File: config.mk
export PLATFORM = sky130hd
export DESIGN_NAME = triple_pwm_generator
export DESIGN_NICKNAME = d
export VERILOG_FILES = /design/src/inc/pwm_pkg.sv /design/src/core/pwm_prescaler.sv /design/src/core/triple_pwm_generator.sv
export SDC_FILE = /design/constraint.sdc
export NUM_CORES = 1
export LEC_CHECK = 0
export ABC_AREA = 1
export ABC_CLOCK_PERIOD_IN_PS = 2660
export BUFFER_PORTS_ARGS = -buffer_cell sky130_fd_sc_hd__buf_2
export CAP_MARGIN = 20
export CORE_MARGIN = 2
export CORE_UTILIZATION = 55
export CTS_CLUSTER_DIAMETER = 60
export DETAILED_ROUTE_END_ITERATION = 12
export GPL_ROUTABILITY_DRIVEN = 0
export PLACE_DENSITY = 0.72
export SLEW_MARGIN = 25
export SYNTH_ARGS = -nofsm -noshare
export SYNTH_HDL_FRONTEND = slang
export SYNTH_SLANG_ARGS = --single-unit
File: constraint.sdc
create_clock -name clk_i -period 2.66 [get_ports clk_i]
set_clock_uncertainty 0.15 [all_clocks]
set_input_delay 0.133 -clock clk_i [delete_from_list [all_inputs] [get_ports clk_i]]
set_output_delay 0.133 -clock clk_i [all_outputs]
set_load 0.1 [all_outputs]
File: src/inc/pwm_pkg.sv
// constants and types for the triple pwm generator
// Functional notes
// - a global enable runs or stops the generator and a 3-bit prescaler divides its clock by 1 to 128.
// - a source select bit picks the system clock or the fast oscillator (or twice it by build option).
// - each duty value is 11 bits, high register bits 10..3, low register bits 7..5 hold bits 2..0.
// - the shared bound is high bits 10..3 and low bits 7..6 as bits 2..1, with bit 0 fixed.
// - control bit 7 lets the comparator result gate that output.
// - control bit 6 reads back the present level of that output's generator.
// - output zero bit 4 selects own waveform or a combination with output one, xor or or by bit 0.
// - output zero bit 5 is a write-only polarity invert.
// - output zero port field 000 disconnects and 011 drives port a pin 0.
// - output one bit 5 inverts and bit 4 selects output one's or output two's waveform.
// - output one port field 000 disconnects and 011 drives port a pin 4.
// - output two bit 5 inverts and bit 4 selects the waveform or the waveform divided by two.
// - output two port field 000 disconnects, 011 drives port a pin 3 and 101 drives pin 5.
// - the generator raises an interrupt request bit set by hardware and cleared by software, gated by an enable.
package pwm_pkg;
	localparam int ADDR_W = 6;
	localparam logic [5:0] OFS_OUT0_CTRL = 6'h20;
	localparam logic [5:0] OFS_CLK_SETUP = 6'h21;
	localparam logic [5:0] OFS_OUT0_DTH = 6'h22;
	localparam logic [5:0] OFS_OUT0_DTL = 6'h23;
	localparam logic [5:0] OFS_BOUND_H = 6'h24;
	localparam logic [5:0] OFS_BOUND_L = 6'h25;
	localparam logic [5:0] OFS_OUT1_CTRL = 6'h26;
	localparam logic [5:0] OFS_OUT1_DTH = 6'h28;
	localparam logic [5:0] OFS_OUT1_DTL = 6'h29;
	localparam logic [5:0] OFS_OUT2_CTRL = 6'h2C;
	localparam logic [5:0] OFS_OUT2_DTH = 6'h2E;
	localparam logic [5:0] OFS_OUT2_DTL = 6'h2F;
	// control fields
	localparam int CTL_GATE = 7;
	localparam int CTL_STATUS = 6;
	localparam int CTL_INV = 5;
	localparam int CTL_SEL = 4;
	localparam int CTL_PORT_LO = 1;
	localparam int CTL_MIX = 0;
	// clock setup fields
	localparam int CLK_EN = 7;
	localparam int CLK_PRE_LO = 4;
	localparam int CLK_SRC = 0;
	localparam logic [2:0] PORT_OFF = 3'h0;
	localparam logic [2:0] PORT_PIN_A = 3'h3;
	localparam logic [2:0] PORT_PIN_B = 3'h5;
	localparam logic [7:0] CTL_RESET = 8'h00;
	localparam logic [7:0] CLK_RESET = 8'h00;
	localparam logic [10:0] DUTY_RESET = 11'h000;
	localparam logic [10:0] BOUND_RESET = 11'h7FF;
	localparam int PRE_W = 7;

	typedef struct packed {
		logic wr;
		logic rd;
		logic [5:0] addr;
		logic [7:0] wdata;
	} io_req_s;

	typedef struct packed {
		logic pa0;
		logic pa3;
		logic pa4;
		logic pa5;
	} pins_s;
endpackage
File: src/core/pwm_prescaler.sv
// clock tick prescaler for the pwm counter
`timescale 1ns/1ps
`default_nettype none
module pwm_prescaler
	import pwm_pkg::*;
#(
	parameter int W = PRE_W
) (
	// clock and reset
	input wire logic clk_i,
	input wire logic nrst_i,
	// control
	input wire logic run_i,
	input wire logic src_tick_i,
	input wire logic [2:0] div_i,
	// tick out
	output logic tick_o
);
	logic [W-1:0] cnt;
	logic [W-1:0] mask;
	assign mask = W'((8'h01 << div_i) - 8'h01);
	// tick when the low div bits of the count are all ones
	assign tick_o = run_i & src_tick_i & ((cnt & mask) == mask);
	always_ff @(posedge clk_i) begin
		if (!nrst_i || !run_i) begin
			cnt <= '0;
		end else if (src_tick_i) begin
			cnt <= cnt + W'(1);
		end
	end
endmodule // pwm_prescaler
`default_nettype wire

File: src/core/triple_pwm_generator.sv
// triple 11-bit pwm generator with io-space registers
`timescale 1ns/1ps
`default_nettype none
module triple_pwm_generator
	import pwm_pkg::*;
#(
	parameter bit FAST_X2 = 1'b0
) (
	// clock and reset
	input wire logic clk_i,
	input wire logic nrst_i,
	// io space access
	input wire io_req_s io_i,
	output logic [7:0] rdata_o,
	output logic rvalid_o,
	// sources
	input wire logic fast_osc_i,
	input wire logic comp_i,
	// interrupt
	input wire logic irq_en_i,
	input wire logic irq_clr_i,
	output logic irq_req_o,
	output logic irq_o,
	// pins
	output pins_s pin_o,
	output pins_s pin_oe_n_o
);
	// registers
	logic [7:0] ctl [3];
	logic [7:0] clk_setup;
	logic [2:0] duty_lo_hold [3];
	logic [10:0] duty [3];
	logic [10:0] bound;
	logic [10:0] cnt;
	logic [2:0] gen;
	logic div2;
	logic irq_req;
	logic [2:0] osc_sync;
	logic [2:0] comp_sync;
	logic osc_q;
	logic comp_q;

	// address decode
	function automatic logic hit(input io_req_s r, input logic [5:0] a);
		return r.wr && (r.addr == a);
	endfunction

	// port field decode shared by the three outputs
	function automatic logic route_on(input logic [2:0] code,
		input logic [2:0] want);
		return code == want;
	endfunction

	// control readback with the live generator level in bit 6
	function automatic logic [7:0] ctl_view(input logic [7:0] c,
		input logic lvl, input logic hide_inv);
		logic [7:0] v;
		v = c;
		v[CTL_STATUS] = lvl;
		// write-only invert must not leak back to software
		if (hide_inv) begin
			v[CTL_INV] = 1'b0;
		end
		return v;
	endfunction

	wire logic [5:0] ctl_ofs [3];
	wire logic [5:0] dth_ofs [3];
	wire logic [5:0] dtl_ofs [3];
	assign ctl_ofs[0] = OFS_OUT0_CTRL;
	assign ctl_ofs[1] = OFS_OUT1_CTRL;
	assign ctl_ofs[2] = OFS_OUT2_CTRL;
	assign dth_ofs[0] = OFS_OUT0_DTH;
	assign dth_ofs[1] = OFS_OUT1_DTH;
	assign dth_ofs[2] = OFS_OUT2_DTH;
	assign dtl_ofs[0] = OFS_OUT0_DTL;
	assign dtl_ofs[1] = OFS_OUT1_DTL;
	assign dtl_ofs[2] = OFS_OUT2_DTL;

	// write strobes, a named wire or a three-bit per-output vector per register
	genvar g;
	wire logic clk_we;
	wire logic bnd_h_we;
	wire logic bnd_l_we;
	wire logic [2:0] ctl_we;
	wire logic [2:0] dtl_we;
	wire logic [2:0] dth_we;
	assign clk_we = hit(io_i, OFS_CLK_SETUP);
	assign bnd_h_we = hit(io_i, OFS_BOUND_H);
	assign bnd_l_we = hit(io_i, OFS_BOUND_L);
	generate
		for (g = 0; g < 3; g++) begin : g_we
			assign ctl_we[g] = hit(io_i, ctl_ofs[g]);
			assign dtl_we[g] = hit(io_i, dtl_ofs[g]);
			assign dth_we[g] = hit(io_i, dth_ofs[g]);
		end
	endgenerate

	// pin synchronisers: change taken once stages 2 and 3 agree
	always_ff @(posedge clk_i) begin
		if (!nrst_i) begin
			osc_sync <= 3'h0;
			osc_q <= 1'b0;
		end else begin
			osc_sync <= {osc_sync[1:0], fast_osc_i};
			if (osc_sync[1] == osc_sync[2]) begin
				osc_q <= osc_sync[2];
			end
		end
	end

	// comparator level, same three-stage scheme
	always_ff @(posedge clk_i) begin
		if (!nrst_i) begin
			comp_sync <= 3'h0;
			comp_q <= 1'b0;
		end else begin
			comp_sync <= {comp_sync[1:0], comp_i};
			if (comp_sync[1] == comp_sync[2]) begin
				comp_q <= comp_sync[2];
			end
		end
	end

	// fast oscillator events: rising edges, or both edges for twice rate
	wire logic osc_agree;
	wire logic osc_rise;
	wire logic osc_any;
	wire logic src_tick;
	assign osc_agree = osc_sync[1] == osc_sync[2];
	assign osc_rise = osc_agree & osc_sync[2] & ~osc_q;
	assign osc_any = osc_agree & (osc_sync[2] ^ osc_q);
	// oscillator must run well below clk_i or edges are lost
	wire logic osc_sel;
	assign osc_sel = clk_setup[CLK_SRC];
	assign src_tick = osc_sel ?
		(FAST_X2 ? osc_any : osc_rise) : 1'b1;

	// enable and divider code straight from the setup register
	wire logic run;
	wire logic tick;
	wire logic [2:0] div_code;
	assign run = clk_setup[CLK_EN];
	assign div_code = clk_setup[CLK_PRE_LO +: 3];
	pwm_prescaler #(
		.W(PRE_W)
	) u_pre (
		.clk_i(clk_i),
		.nrst_i(nrst_i),
		.run_i(run),
		.src_tick_i(src_tick),
		.div_i(div_code),
		.tick_o(tick)
	);

	// shared counter
	wire logic wrap;
	wire logic [10:0] next_cnt;
	// >= so a bound lowered under the count wraps at once
	assign wrap = tick & (cnt >= bound);
	assign next_cnt = !run ? 11'h000 : wrap ? 11'h000 :
		tick ? cnt + 11'h001 : cnt;

	// shared counter register
	always_ff @(posedge clk_i) begin
		if (!nrst_i) begin
			cnt <= 11'h000;
		end else begin
			cnt <= next_cnt;
		end
	end

	// clock setup; reserved bits 3..1 store as zero
	always_ff @(posedge clk_i) begin
		if (!nrst_i) begin
			clk_setup <= CLK_RESET;
		end else if (clk_we) begin
			clk_setup <= io_i.wdata & 8'hF1;
		end
	end

	// bound bit 0 is not programmable and stays one
	always_ff @(posedge clk_i) begin
		if (!nrst_i) begin
			bound <= BOUND_RESET;
		end else begin
			if (bnd_h_we) begin
				bound[10:3] <= io_i.wdata;
			end
			if (bnd_l_we) begin
				bound[2:1] <= io_i.wdata[7:6];
			end
			bound[0] <= 1'b1;
		end
	end

	// per-output registers and compare
	wire logic [2:0] below;
	generate
		for (g = 0; g < 3; g++) begin : g_ch
			assign below[g] = run & (next_cnt < duty[g]);
			always_ff @(posedge clk_i) begin
				if (!nrst_i) begin
					ctl[g] <= CTL_RESET;
				end else if (ctl_we[g]) begin
					// status bit 6 is never stored
					ctl[g] <= io_i.wdata & 8'hBF;
				end
			end

			// low part waits for its high write
			always_ff @(posedge clk_i) begin
				if (!nrst_i) begin
					duty_lo_hold[g] <= 3'h0;
				end else if (dtl_we[g]) begin
					duty_lo_hold[g] <= io_i.wdata[7:5];
				end
			end

			// whole value loads only on the high write
			always_ff @(posedge clk_i) begin
				if (!nrst_i) begin
					duty[g] <= DUTY_RESET;
				end else if (dth_we[g]) begin
					duty[g] <= {io_i.wdata, duty_lo_hold[g]};
				end
			end

			// registered level feeds pins and readback alike
			always_ff @(posedge clk_i) begin
				if (!nrst_i) begin
					gen[g] <= 1'b0;
				end else begin
					gen[g] <= below[g];
				end
			end
		end
	endgenerate

	// divide-by-two of output two, toggles each period start
	always_ff @(posedge clk_i) begin
		if (!nrst_i) begin
			div2 <= 1'b0;
		end else if (wrap) begin
			div2 <= ~div2;
		end
	end

	// request is sticky; set wins over a clear in the same cycle
	always_ff @(posedge clk_i) begin
		if (!nrst_i) begin
			irq_req <= 1'b0;
		end else if (wrap) begin
			irq_req <= 1'b1;
		end else if (irq_clr_i) begin
			irq_req <= 1'b0;
		end
	end
	assign irq_req_o = irq_req;
	assign irq_o = irq_req & irq_en_i;

	// output shaping
	wire logic [2:0] gated;
	wire logic [2:0] shaped;
	generate
		for (g = 0; g < 3; g++) begin : g_gate
			assign gated[g] = gen[g] & (~ctl[g][CTL_GATE] | comp_q);
		end
	endgenerate
	wire logic mix0;
	assign mix0 = ctl[0][CTL_MIX] ? (gated[0] | gated[1]) :
		(gated[0] ^ gated[1]);
	wire logic [2:0] src;
	assign src[0] = ctl[0][CTL_SEL] ? mix0 : gated[0];
	assign src[1] = ctl[1][CTL_SEL] ? gated[2] : gated[1];
	assign src[2] = ctl[2][CTL_SEL] ? (gated[2] & div2) : gated[2];
	generate
		for (g = 0; g < 3; g++) begin : g_pol
			assign shaped[g] = src[g] ^ ctl[g][CTL_INV];
		end
	endgenerate

	// port routing; reserved codes leave the pin undriven
	wire logic [2:0] port0;
	wire logic [2:0] port1;
	wire logic [2:0] port2;
	assign port0 = ctl[0][CTL_PORT_LO +: 3];
	assign port1 = ctl[1][CTL_PORT_LO +: 3];
	assign port2 = ctl[2][CTL_PORT_LO +: 3];
	pins_s next_pin;
	assign next_pin.pa0 = shaped[0];
	assign next_pin.pa4 = shaped[1];
	assign next_pin.pa3 = shaped[2];
	assign next_pin.pa5 = shaped[2];

	// a pin is driven only for its one documented port code
	wire logic [3:0] drive;
	assign drive[3] = route_on(port0, PORT_PIN_A);
	assign drive[2] = route_on(port2, PORT_PIN_A);
	assign drive[1] = route_on(port1, PORT_PIN_A);
	assign drive[0] = route_on(port2, PORT_PIN_B);
	assign pin_oe_n_o = ~drive;

	// pin levels leave from a flop so loads never see decode glitches
	always_ff @(posedge clk_i) begin
		if (!nrst_i) begin
			pin_o <= '0;
		end else begin
			pin_o <= next_pin;
		end
	end

	// readback: control registers only, bit 6 live, bit 5 of ch0 write-only
	wire logic [7:0] ctl_rd [3];
	assign ctl_rd[0] = ctl_view(ctl[0], gen[0], 1'b1);
	assign ctl_rd[1] = ctl_view(ctl[1], gen[1], 1'b0);
	assign ctl_rd[2] = ctl_view(ctl[2], gen[2], 1'b0);
	logic [7:0] rd;
	always_comb begin
		rd = 8'h00;
		case (io_i.addr)
			OFS_OUT0_CTRL: rd = ctl_rd[0];
			OFS_OUT1_CTRL: rd = ctl_rd[1];
			OFS_OUT2_CTRL: rd = ctl_rd[2];
			default: rd = 8'h00;
		endcase
	end

	// answer strobe one cycle after the read
	always_ff @(posedge clk_i) begin
		if (!nrst_i) begin
			rvalid_o <= 1'b0;
		end else begin
			rvalid_o <= io_i.rd;
		end
	end

	// data is zero outside the answer cycle
	always_ff @(posedge clk_i) begin
		if (!nrst_i) begin
			rdata_o <= 8'h00;
		end else begin
			rdata_o <= io_i.rd ? rd : 8'h00;
		end
	end
endmodule // triple_pwm_generator
`default_nettype wire

==> metrics.md, run 1 <==
| Metric | Value |
|---|---|
| Die area | 11700 µm² |
| H-tree levels | 4 |
| Hold crit path type | in -> reg |
| Synth warn | 0 |
| Crit-path cells | ha_4, nand4_1, nand3_1, nand2_1, nand3_2, nand2_4, inv_4, nor2_4, inv_6, nor2_4, ha_4, a21oi_2, o21ai_1, nand3_1, a21oi_1, or3b_4, a21oi_2 |
| Post-Synth Adder-Cell Area | 0.0920 |
| Min Tclk post-route | 2.76 ns |
| Max Transition Viols Final | 0 |
| First-pass GRT wire length | 23.5 mm |
| Post-layout nets | 860 |
| Share of layout cells above drive strength 1 | 0.253 |
| Worst setup margin | -0.104 ns |
| Netlist cell types | 36 |
| Antenna Nets Post-Route | 0 |
| Root Buffer | clkbuf_8 |
| Routed WL | 14.4 mm |
| Clk sinks | 121 |
| Multi-input logic area | 2670 µm² |
| Worst rel slew slack | 0.595 |
| Post-route non-filler standard cell count | 947 |
| Vias per cell | 5.25 |
| Slowest stage cell, crit path | dfxtp_1 |
| Slew at the pin closest to its max-slew limit | 0.606 ns |
| Synth Area in Simple Gates | 0.211 |
| Post-Syn Instances | 685 |
| CTS tree | done |
| Clock Latency Late Sink | 0.52 ns |
| Gr usage total | 0.266 |
| Status | finished with violations |
| Pleak | 3.61 nW |
| Sequential share of the synthesized area | 0.510 |
| DR vias | 4974 |
| Synth Cell Area | 5990 µm² |
| Crit. End Element | flop |
| Area Growth Syn to Fin | 28.6% |
| Register area | 3080 µm² |
| MaxCap Viol Count | 0 |
| Crit-path max cell delay | 0.40 ns |
| Yosys reg bits | 121 |
| CTS clk-pin slew, worst paths | 0.06 ns |
| Setup TNS | -0.290 ns |
| Crit path launch type | flop |
| Failing checks | negative setup slack |
| DP Wirelength | 9.96 mm |
| Setup-failing EPs final | 3 |
| Max VDD drop | 0.000525 V |
| Final worst-path cycle share | 1.04 |
| Chip Height | 108 µm |
| Initial core utilization | 0.557 |
| Initial antenna violation count | 0 |
| # fillers | 786 |
| Synth Flop Type | edfxtp_1 |
| Worst EP arrival | 3.07 ns |
| Post-synthesis net count | 751 |
| Input/output buffers | 40 |
| Post-synthesis average cell area | 8.74 µm² |
| CTS max path bufs | 2 |
| DRC | 0 |
| Worst Path Required | 2.97 ns |
| Fraction of synthesized cell area in xor and xnor cells | 0.0117 |
| WL/cell | 15.3 µm |
| Top cell type's share of synthesized area | 0.316 |
| Row cnt | 38 |
| Antenna Cells | 0 |
| Largest cells by area after synthesis | edfxtp_1 32%, dfxtp_1 19%, ha_1 9.2% |
| Core Area | 10700 µm² |
| Largest area contributor in the netlist | edfxtp_1 |
| Ports | 41 |
| Pwr Density | 602 nW/µm² |
| Drt initial violations | 274 |
| Largest net degree at the start of global routing | 19 |
| Combinational family with the most area after synthesis | simple AND/OR/NAND/NOR gates |
| Number of synthesized flops with an enable pin | 63 |
| Multiplexer share of the synthesized area | 0 |
| RSZ-0062 raised after global routing | yes |
| Maximum clock frequency | 362 MHz |
| Final Hold Viols | 0 |
| Placed Cells | 895 |
| Synth async-reset ratio | 0 |
| Critical path fanouts, max | 7 |
| Die W | 108 µm |
| Kind of critical path | reg -> reg |
| DRT Pass-1 Iters | 6 |
| Synth Area in Compound Gates | 0.0844 |
| CTS Buf Count | 17 |
| Most frequent cell after synthesis | inv_1 |
| Total global routing overflow | 0 |
| Vias in the first global route | 5004 |
| Synth top cells by count | 119 x inv_1, 118 x nand2_1, 99 x nor2_1 |
## state kept, by name, summed over array words and instances, names as in the netlist, 3 cells and up
name,count
duty,33
ctl_rd,3
clk_setup,5
cnt,11
osc_sync,3
comp_sync,3
u_pre.cnt,7
ctl,21
rdata_o,8
duty_lo_hold,9
bound,10
pin_o,3
## final timing paths
path	start	end	slack, ns	cells after the start
setup / recovery	cnt[4]	ctl_rd[22]	-0.10	17
hold / removal	io_i[4]	bound[7]	0.01	3
setup reg to reg	cnt[4]	ctl_rd[22]	-0.10	17
hold reg to reg	osc_sync[0]	osc_sync[1]	0.27	2
## cells in the final DEF, fill, tap and decap left out, types with 6 or more instances in the layout
| cell | instances |
|---|---|
| a21oi_2 | 11 |
| ha_4 | 11 |
| nand2_1 | 115 |
| nor2_1 | 91 |
| nand4_1 | 6 |
| dlygate4sd3_1 | 11 |
| o211ai_1 | 13 |
| a211oi_1 | 6 |
| edfxtp_1 | 63 |
| nor2_4 | 7 |
| nor3_1 | 15 |
| nand3_1 | 24 |
| a21oi_1 | 26 |
| dfxtp_1 | 40 |
| o21ai_0 | 17 |
| inv_1 | 115 |
| buf_2 | 40 |
| nor2_2 | 7 |
| clkbuf_16 | 16 |
| dfxtp_2 | 18 |
| buf_4 | 52 |
| ha_1 | 33 |
## routing by layer
layer,share of wire,vias to the layer above,track usage
li1,-,2456,-
met1,0.42,2332,0.317
met2,0.51,154,0.465
met3,0.046,32,0.0561
met4,0.026,0,0.113
met5,0,-,0
## area by class of cell
class,instances,area share
flip-flops and latches,121,0.400
multi-input cells,425,0.347
repair buffers,103,0.0911
inverters,126,0.0628
clock buffers,22,0.0576
well taps,140,0.0228
clock inverters,10,0.0193
## metrics by stage
stage	utilization	hold slack [ns]	total power [mW]	worst slack, ns	instance area [µm²]
2_1_floorplan	-	0.0806	2.25	0.00338	6140
3_3_place_gp	0.630	0.169	2.32	-0.0892	6770
3_5_place_dp	0.630	0.170	2.33	-0.119	6770
4_1_cts	0.702	0.00578	4.63	-0.0601	7540
5_1_grt	0.716	0.0127	4.75	-0.278	7690
6_report	0.716	0.0108	4.63	-0.104	7690
## critical path, delay by kind of cell, from the launching register on
kind / cells / cell delay, ns
adder cells (fa/ha/maj): 2 / 0.44
AO/OA/AOI/OAI: 4 / 0.34
flip-flops: 1 / 0.40
AND/OR/NAND/NOR: 9 / 1.26
buffers and inverters: 2 / 0.12
## power breakdown
group / switching (mW) / internal, mW / total [mW]
clock: 0.776 / 1.53 / 2.31
sequential: 0.0224 / 2.02 / 2.04
combinational: 0.202 / 0.0751 / 0.277
total: 1.00 / 3.63 / 4.63
## kinds of logic after synthesis
family | Yosys count
adder cells (fa/ha/maj) | 44
AO/OA/AOI/OAI | 85
buffers and inverters | 139
AND/OR/NAND/NOR | 288
flip-flops | 121
XOR/XNOR | 8
## what timing repair did
action | CTS | global route
resized for setup | 19 | 23
gates cloned | 0 | 0
buffers inserted | 3 | 6
setup endpoints to repair | 3 | 3
hold buffers | 11 | 0
pin swaps | 17 | 12
hold endpoints to repair | 49 | 0
Note: power is estimated with default switching activity, not from simulation.
==> run 2, diff against run 1 <==
--- a/config.mk
+++ b/config.mk
@@ -15,6 +15,7 @@
 export DETAILED_ROUTE_END_ITERATION = 12
 export GPL_ROUTABILITY_DRIVEN = 0
 export PLACE_DENSITY = 0.72
+export SKIP_LAST_GASP = 1
 export SLEW_MARGIN = 25
 export SYNTH_ARGS = -nofsm -noshare
 export SYNTH_HDL_FRONTEND = slang
==> run 2 against run 1 <==
Compared with the run above:
- the flow still finishes with violations (negative setup slack)
- clock power barely moved
- worst setup slack better by 0.0041 ns
- sequential power is essentially flat
- critical path type unchanged
- highest routed layer unchanged
==> metrics.md, run 2 (synthesized netlist as in run 1, its figures left out) <==
| Metric | Value |
|---|---|
| Status | finished with violations (unchanged) |
| Initial antenna violation count | 0 (unchanged) |
| # fillers | 787 (was 786) |
| MaxCap Viol Count | 0 (unchanged) |
| Fin area | 7690 µm² (about the same) |
| Combinational share of power | 0.060 (about the same) |
| Die area | 11700 µm² (unchanged) |
| Tot Pwr | 4.63 mW (about the same) |
| DP Wirelength | 9.96 mm (unchanged) |
| Max VDD drop | 0.000526 V (was 0.000525 V) |
| Slew at the pin closest to its max-slew limit | 0.606 ns (about the same) |
| CTS tree | done (unchanged) |
| Critical path fanouts, max | 7 (unchanged) |
| Worst Setup SP | cnt[4] (unchanged) |
| Register area | 3080 µm² (unchanged) |
| Net Sw Power | 1.00 mW (about the same) |
| R2R Path Start | cnt[4] (unchanged) |
| Min Tclk post-route | 2.76 ns (about the same) |
| Clk sinks | 121 (unchanged) |
| Total global routing overflow | 0 (unchanged) |
| Vias in the first global route | 5004 (unchanged) |
| R2R Setup Slk | -0.10 ns (about the same) |
| Crit Reg-Reg Endpoint | ctl_rd[22] (unchanged) |
| Root Buffer | clkbuf_8 (unchanged) |
| Max Transition Viols Final | 0 (unchanged) |
| Failing checks | negative setup slack (unchanged) |
| DP Area | 6770 µm² (unchanged) |
| Ports | 41 (unchanged) |
| Chip Height | 108 µm (unchanged) |
| RSZ-0062 raised after global routing | yes (unchanged) |
| CP Depth | 17 (unchanged) |
| Initial core utilization | 0.557 (unchanged) |
| Slowest stage cell, crit path | dfxtp_1 (unchanged) |
| Crit path launch type | flop (unchanged) |
| Largest net degree at the start of global routing | 19 (unchanged) |
| Setup crit end | ctl_rd[22] (unchanged) |
| Pwr Density | 602 nW/µm² (about the same) |
| Worst path bufs/invs | 2 (unchanged) |
| Internal | 3.63 mW (about the same) |
| Crit-path cells | ha_4, nand4_1, nand3_1, nand2_1, nand3_2, nand2_4, inv_4, nor2_4, inv_6, nor2_4, ha_4, a21oi_2, o21ai_1, nand3_1, a21oi_1, or3b_4, a21oi_2 (unchanged) |
| Multi-input logic area | 2660 µm² (was 2670 µm²) |
| Final Hold Viols | 0 (unchanged) |
| Post-layout nets | 860 (unchanged) |
| Die W | 108 µm (unchanged) |
| Hold_sp | io_i[4] (unchanged) |
| Input/output buffers | 40 (unchanged) |
| First-pass GRT wire length | 23.5 mm (unchanged) |
| Routed WL | 14.4 mm (about the same) |
| CTS Buf Count | 17 (unchanged) |
| Final worst-path cycle share | 1.04 (about the same) |
| Clock power frac | 0.499 (about the same) |
| Setup-failing EPs final | 3 (unchanged) |
| Area Growth Syn to Fin | 28.5% (was 28.6%) |
| WL/cell | 15.2 µm (was 15.3 µm) |
| Crit-path max cell delay | 0.40 ns (about the same) |
| Pleak | 3.61 nW (about the same) |
| Antenna Cells | 0 (unchanged) |
| R2R depth | 17 (unchanged) |
| Maximum clock frequency | 362 MHz (about the same) |
| Commonest non-fill, non-tap cells in the layout | 115 x inv_1, 115 x nand2_1, 91 x nor2_1, 63 x edfxtp_1, 52 x buf_4 (unchanged) |
| Post-place setup slack | -0.119 ns (unchanged) |
| Row cnt | 38 (unchanged) |
| Largest Register | duty (unchanged) |
| Top Registers | duty x33, ctl x21, cnt x11 (unchanged) |
| H-tree levels | 4 (unchanged) |
| Gr usage total | 0.266 (unchanged) |
| Vias per cell | 5.25 (about the same) |
| Util after Layout | 0.716 (about the same) |
| Core Area | 10700 µm² (unchanged) |
| Switching Fraction | 0.216 (about the same) |
| Drt initial violations | 281 (was 274) |
| Antenna Nets Post-Route | 0 (unchanged) |
| DRC | 0 (unchanged) |
| Worst setup margin | -0.100 ns (was -0.104 ns) |
| Sequential fraction of design power | 0.441 (about the same) |
| DR vias | 4975 (was 4974) |
| Worst Path Required | 2.97 ns (about the same) |
| Crit. End Element | flop (unchanged) |
| CTS max path bufs | 2 (unchanged) |
| Hold crit path type | in -> reg (unchanged) |
| Crit-path leading delay family | simple AND/OR/NAND/NOR gates (unchanged) |
| Share of layout cells above drive strength 1 | 0.253 (unchanged) |
| Kind of critical path | reg -> reg (unchanged) |
| DRT Pass-1 Iters | 5 (was 6) |
| CTS clk-pin slew, worst paths | 0.06 ns (about the same) |
| Clock Latency Late Sink | 0.52 ns (about the same) |
| Worst EP arrival | 3.07 ns (about the same) |
| Worst rel slew slack | 0.596 (was 0.595) |
| Max FFs per register | 33 (unchanged) |
-- run 2: changes by cell type in the layout (fill, tap and decap cells not counted) --
cell	change
nand2_2	+1
nand2_4	-1
-- run 2: power groups by stage --
| stage | Clock (mW) | Sequential (mW) | Combinational [mW] |
|---|---|---|---|
| after floorplan | 0 | 2.11 | 0.142 |
| after global placement | 0 | 2.08 | 0.246 |
| after detailed placement | 0 | 2.08 | 0.253 |
| after CTS | 2.32 | 2.04 | 0.268 |
| after global routing | 2.39 | 2.05 | 0.305 |
| final | 2.31 | 2.04 | 0.277 |
-- run 2: stage by stage --
stage | instances | setup TNS [ns] | hold WS, ns
after CTS | 941 | -0.109 | 0.00578
after detailed placement | 895 | -0.203 | 0.170
final | 947 | -0.279 | 0.0109
after global routing | 947 | -0.742 | 0.0127
after floorplan | 685 | 0 | 0.0806
after global placement | 895 | -0.148 | 0.169
-- run 2: area by class of cell --
cell class	instances	share of cell area
Clock inverter	10	0.0194
Tap cell	140	0.0228
Timing Repair Buffer	103	0.0911
Inverter	126	0.0628
Sequential cell	121	0.400
Clock buffer	22	0.0576
Multi-Input combinational cell	425	0.346
-- run 2: how the worst min path moves through the flow --
stage / end / slack [ns] / cells after the start
final: bound[7] / 0.01 / 3
after global routing: duty[1][3] / 0.01 / 3
after CTS: bound[7] / 0.006 / 3
after detailed placement: osc_sync[0] / 0.17 / 3
after global placement: comp_sync[0] / 0.17 / 3
after floorplan: comp_sync[0] / 0.08 / 2
-- run 2: repair_timing --
action	in CTS	in global routing
buffers inserted	3	6
endpoints found under the hold margin	49	0
endpoints found under the setup margin	3	3
hold buffers	11	0
resized for setup	19	22
gates cloned	0	0
pin swaps	17	12
-- run 2: layer usage --
layer | vias to the layer above | track usage | wire, µm | part of all wire
met5 | - | 0 | 0 | 0
met4 | 0 | 0.113 | 365 | 0.025
met3 | 33 | 0.0561 | 685 | 0.048
met2 | 151 | 0.465 | 7350 | 0.51
met1 | 2337 | 0.317 | 6010 | 0.42
li1 | 2454 | - | - | -
-- run 2: worst register-to-register path, cell delays in order, from the launching register on --
cell and delay, ns:
dfxtp_1 0.40, ha_4 0.23, nand4_1 0.11, nand3_1 0.09
nand2_1 0.09, nand3_2 0.10, nand2_4 0.10, inv_4 0.04
nor2_4 0.16, inv_6 0.08, nor2_4 0.15, ha_4 0.21
a21oi_2 0.10, o21ai_1 0.07, nand3_1 0.09, a21oi_1 0.08
or3b_4 0.37, a21oi_2 0.09
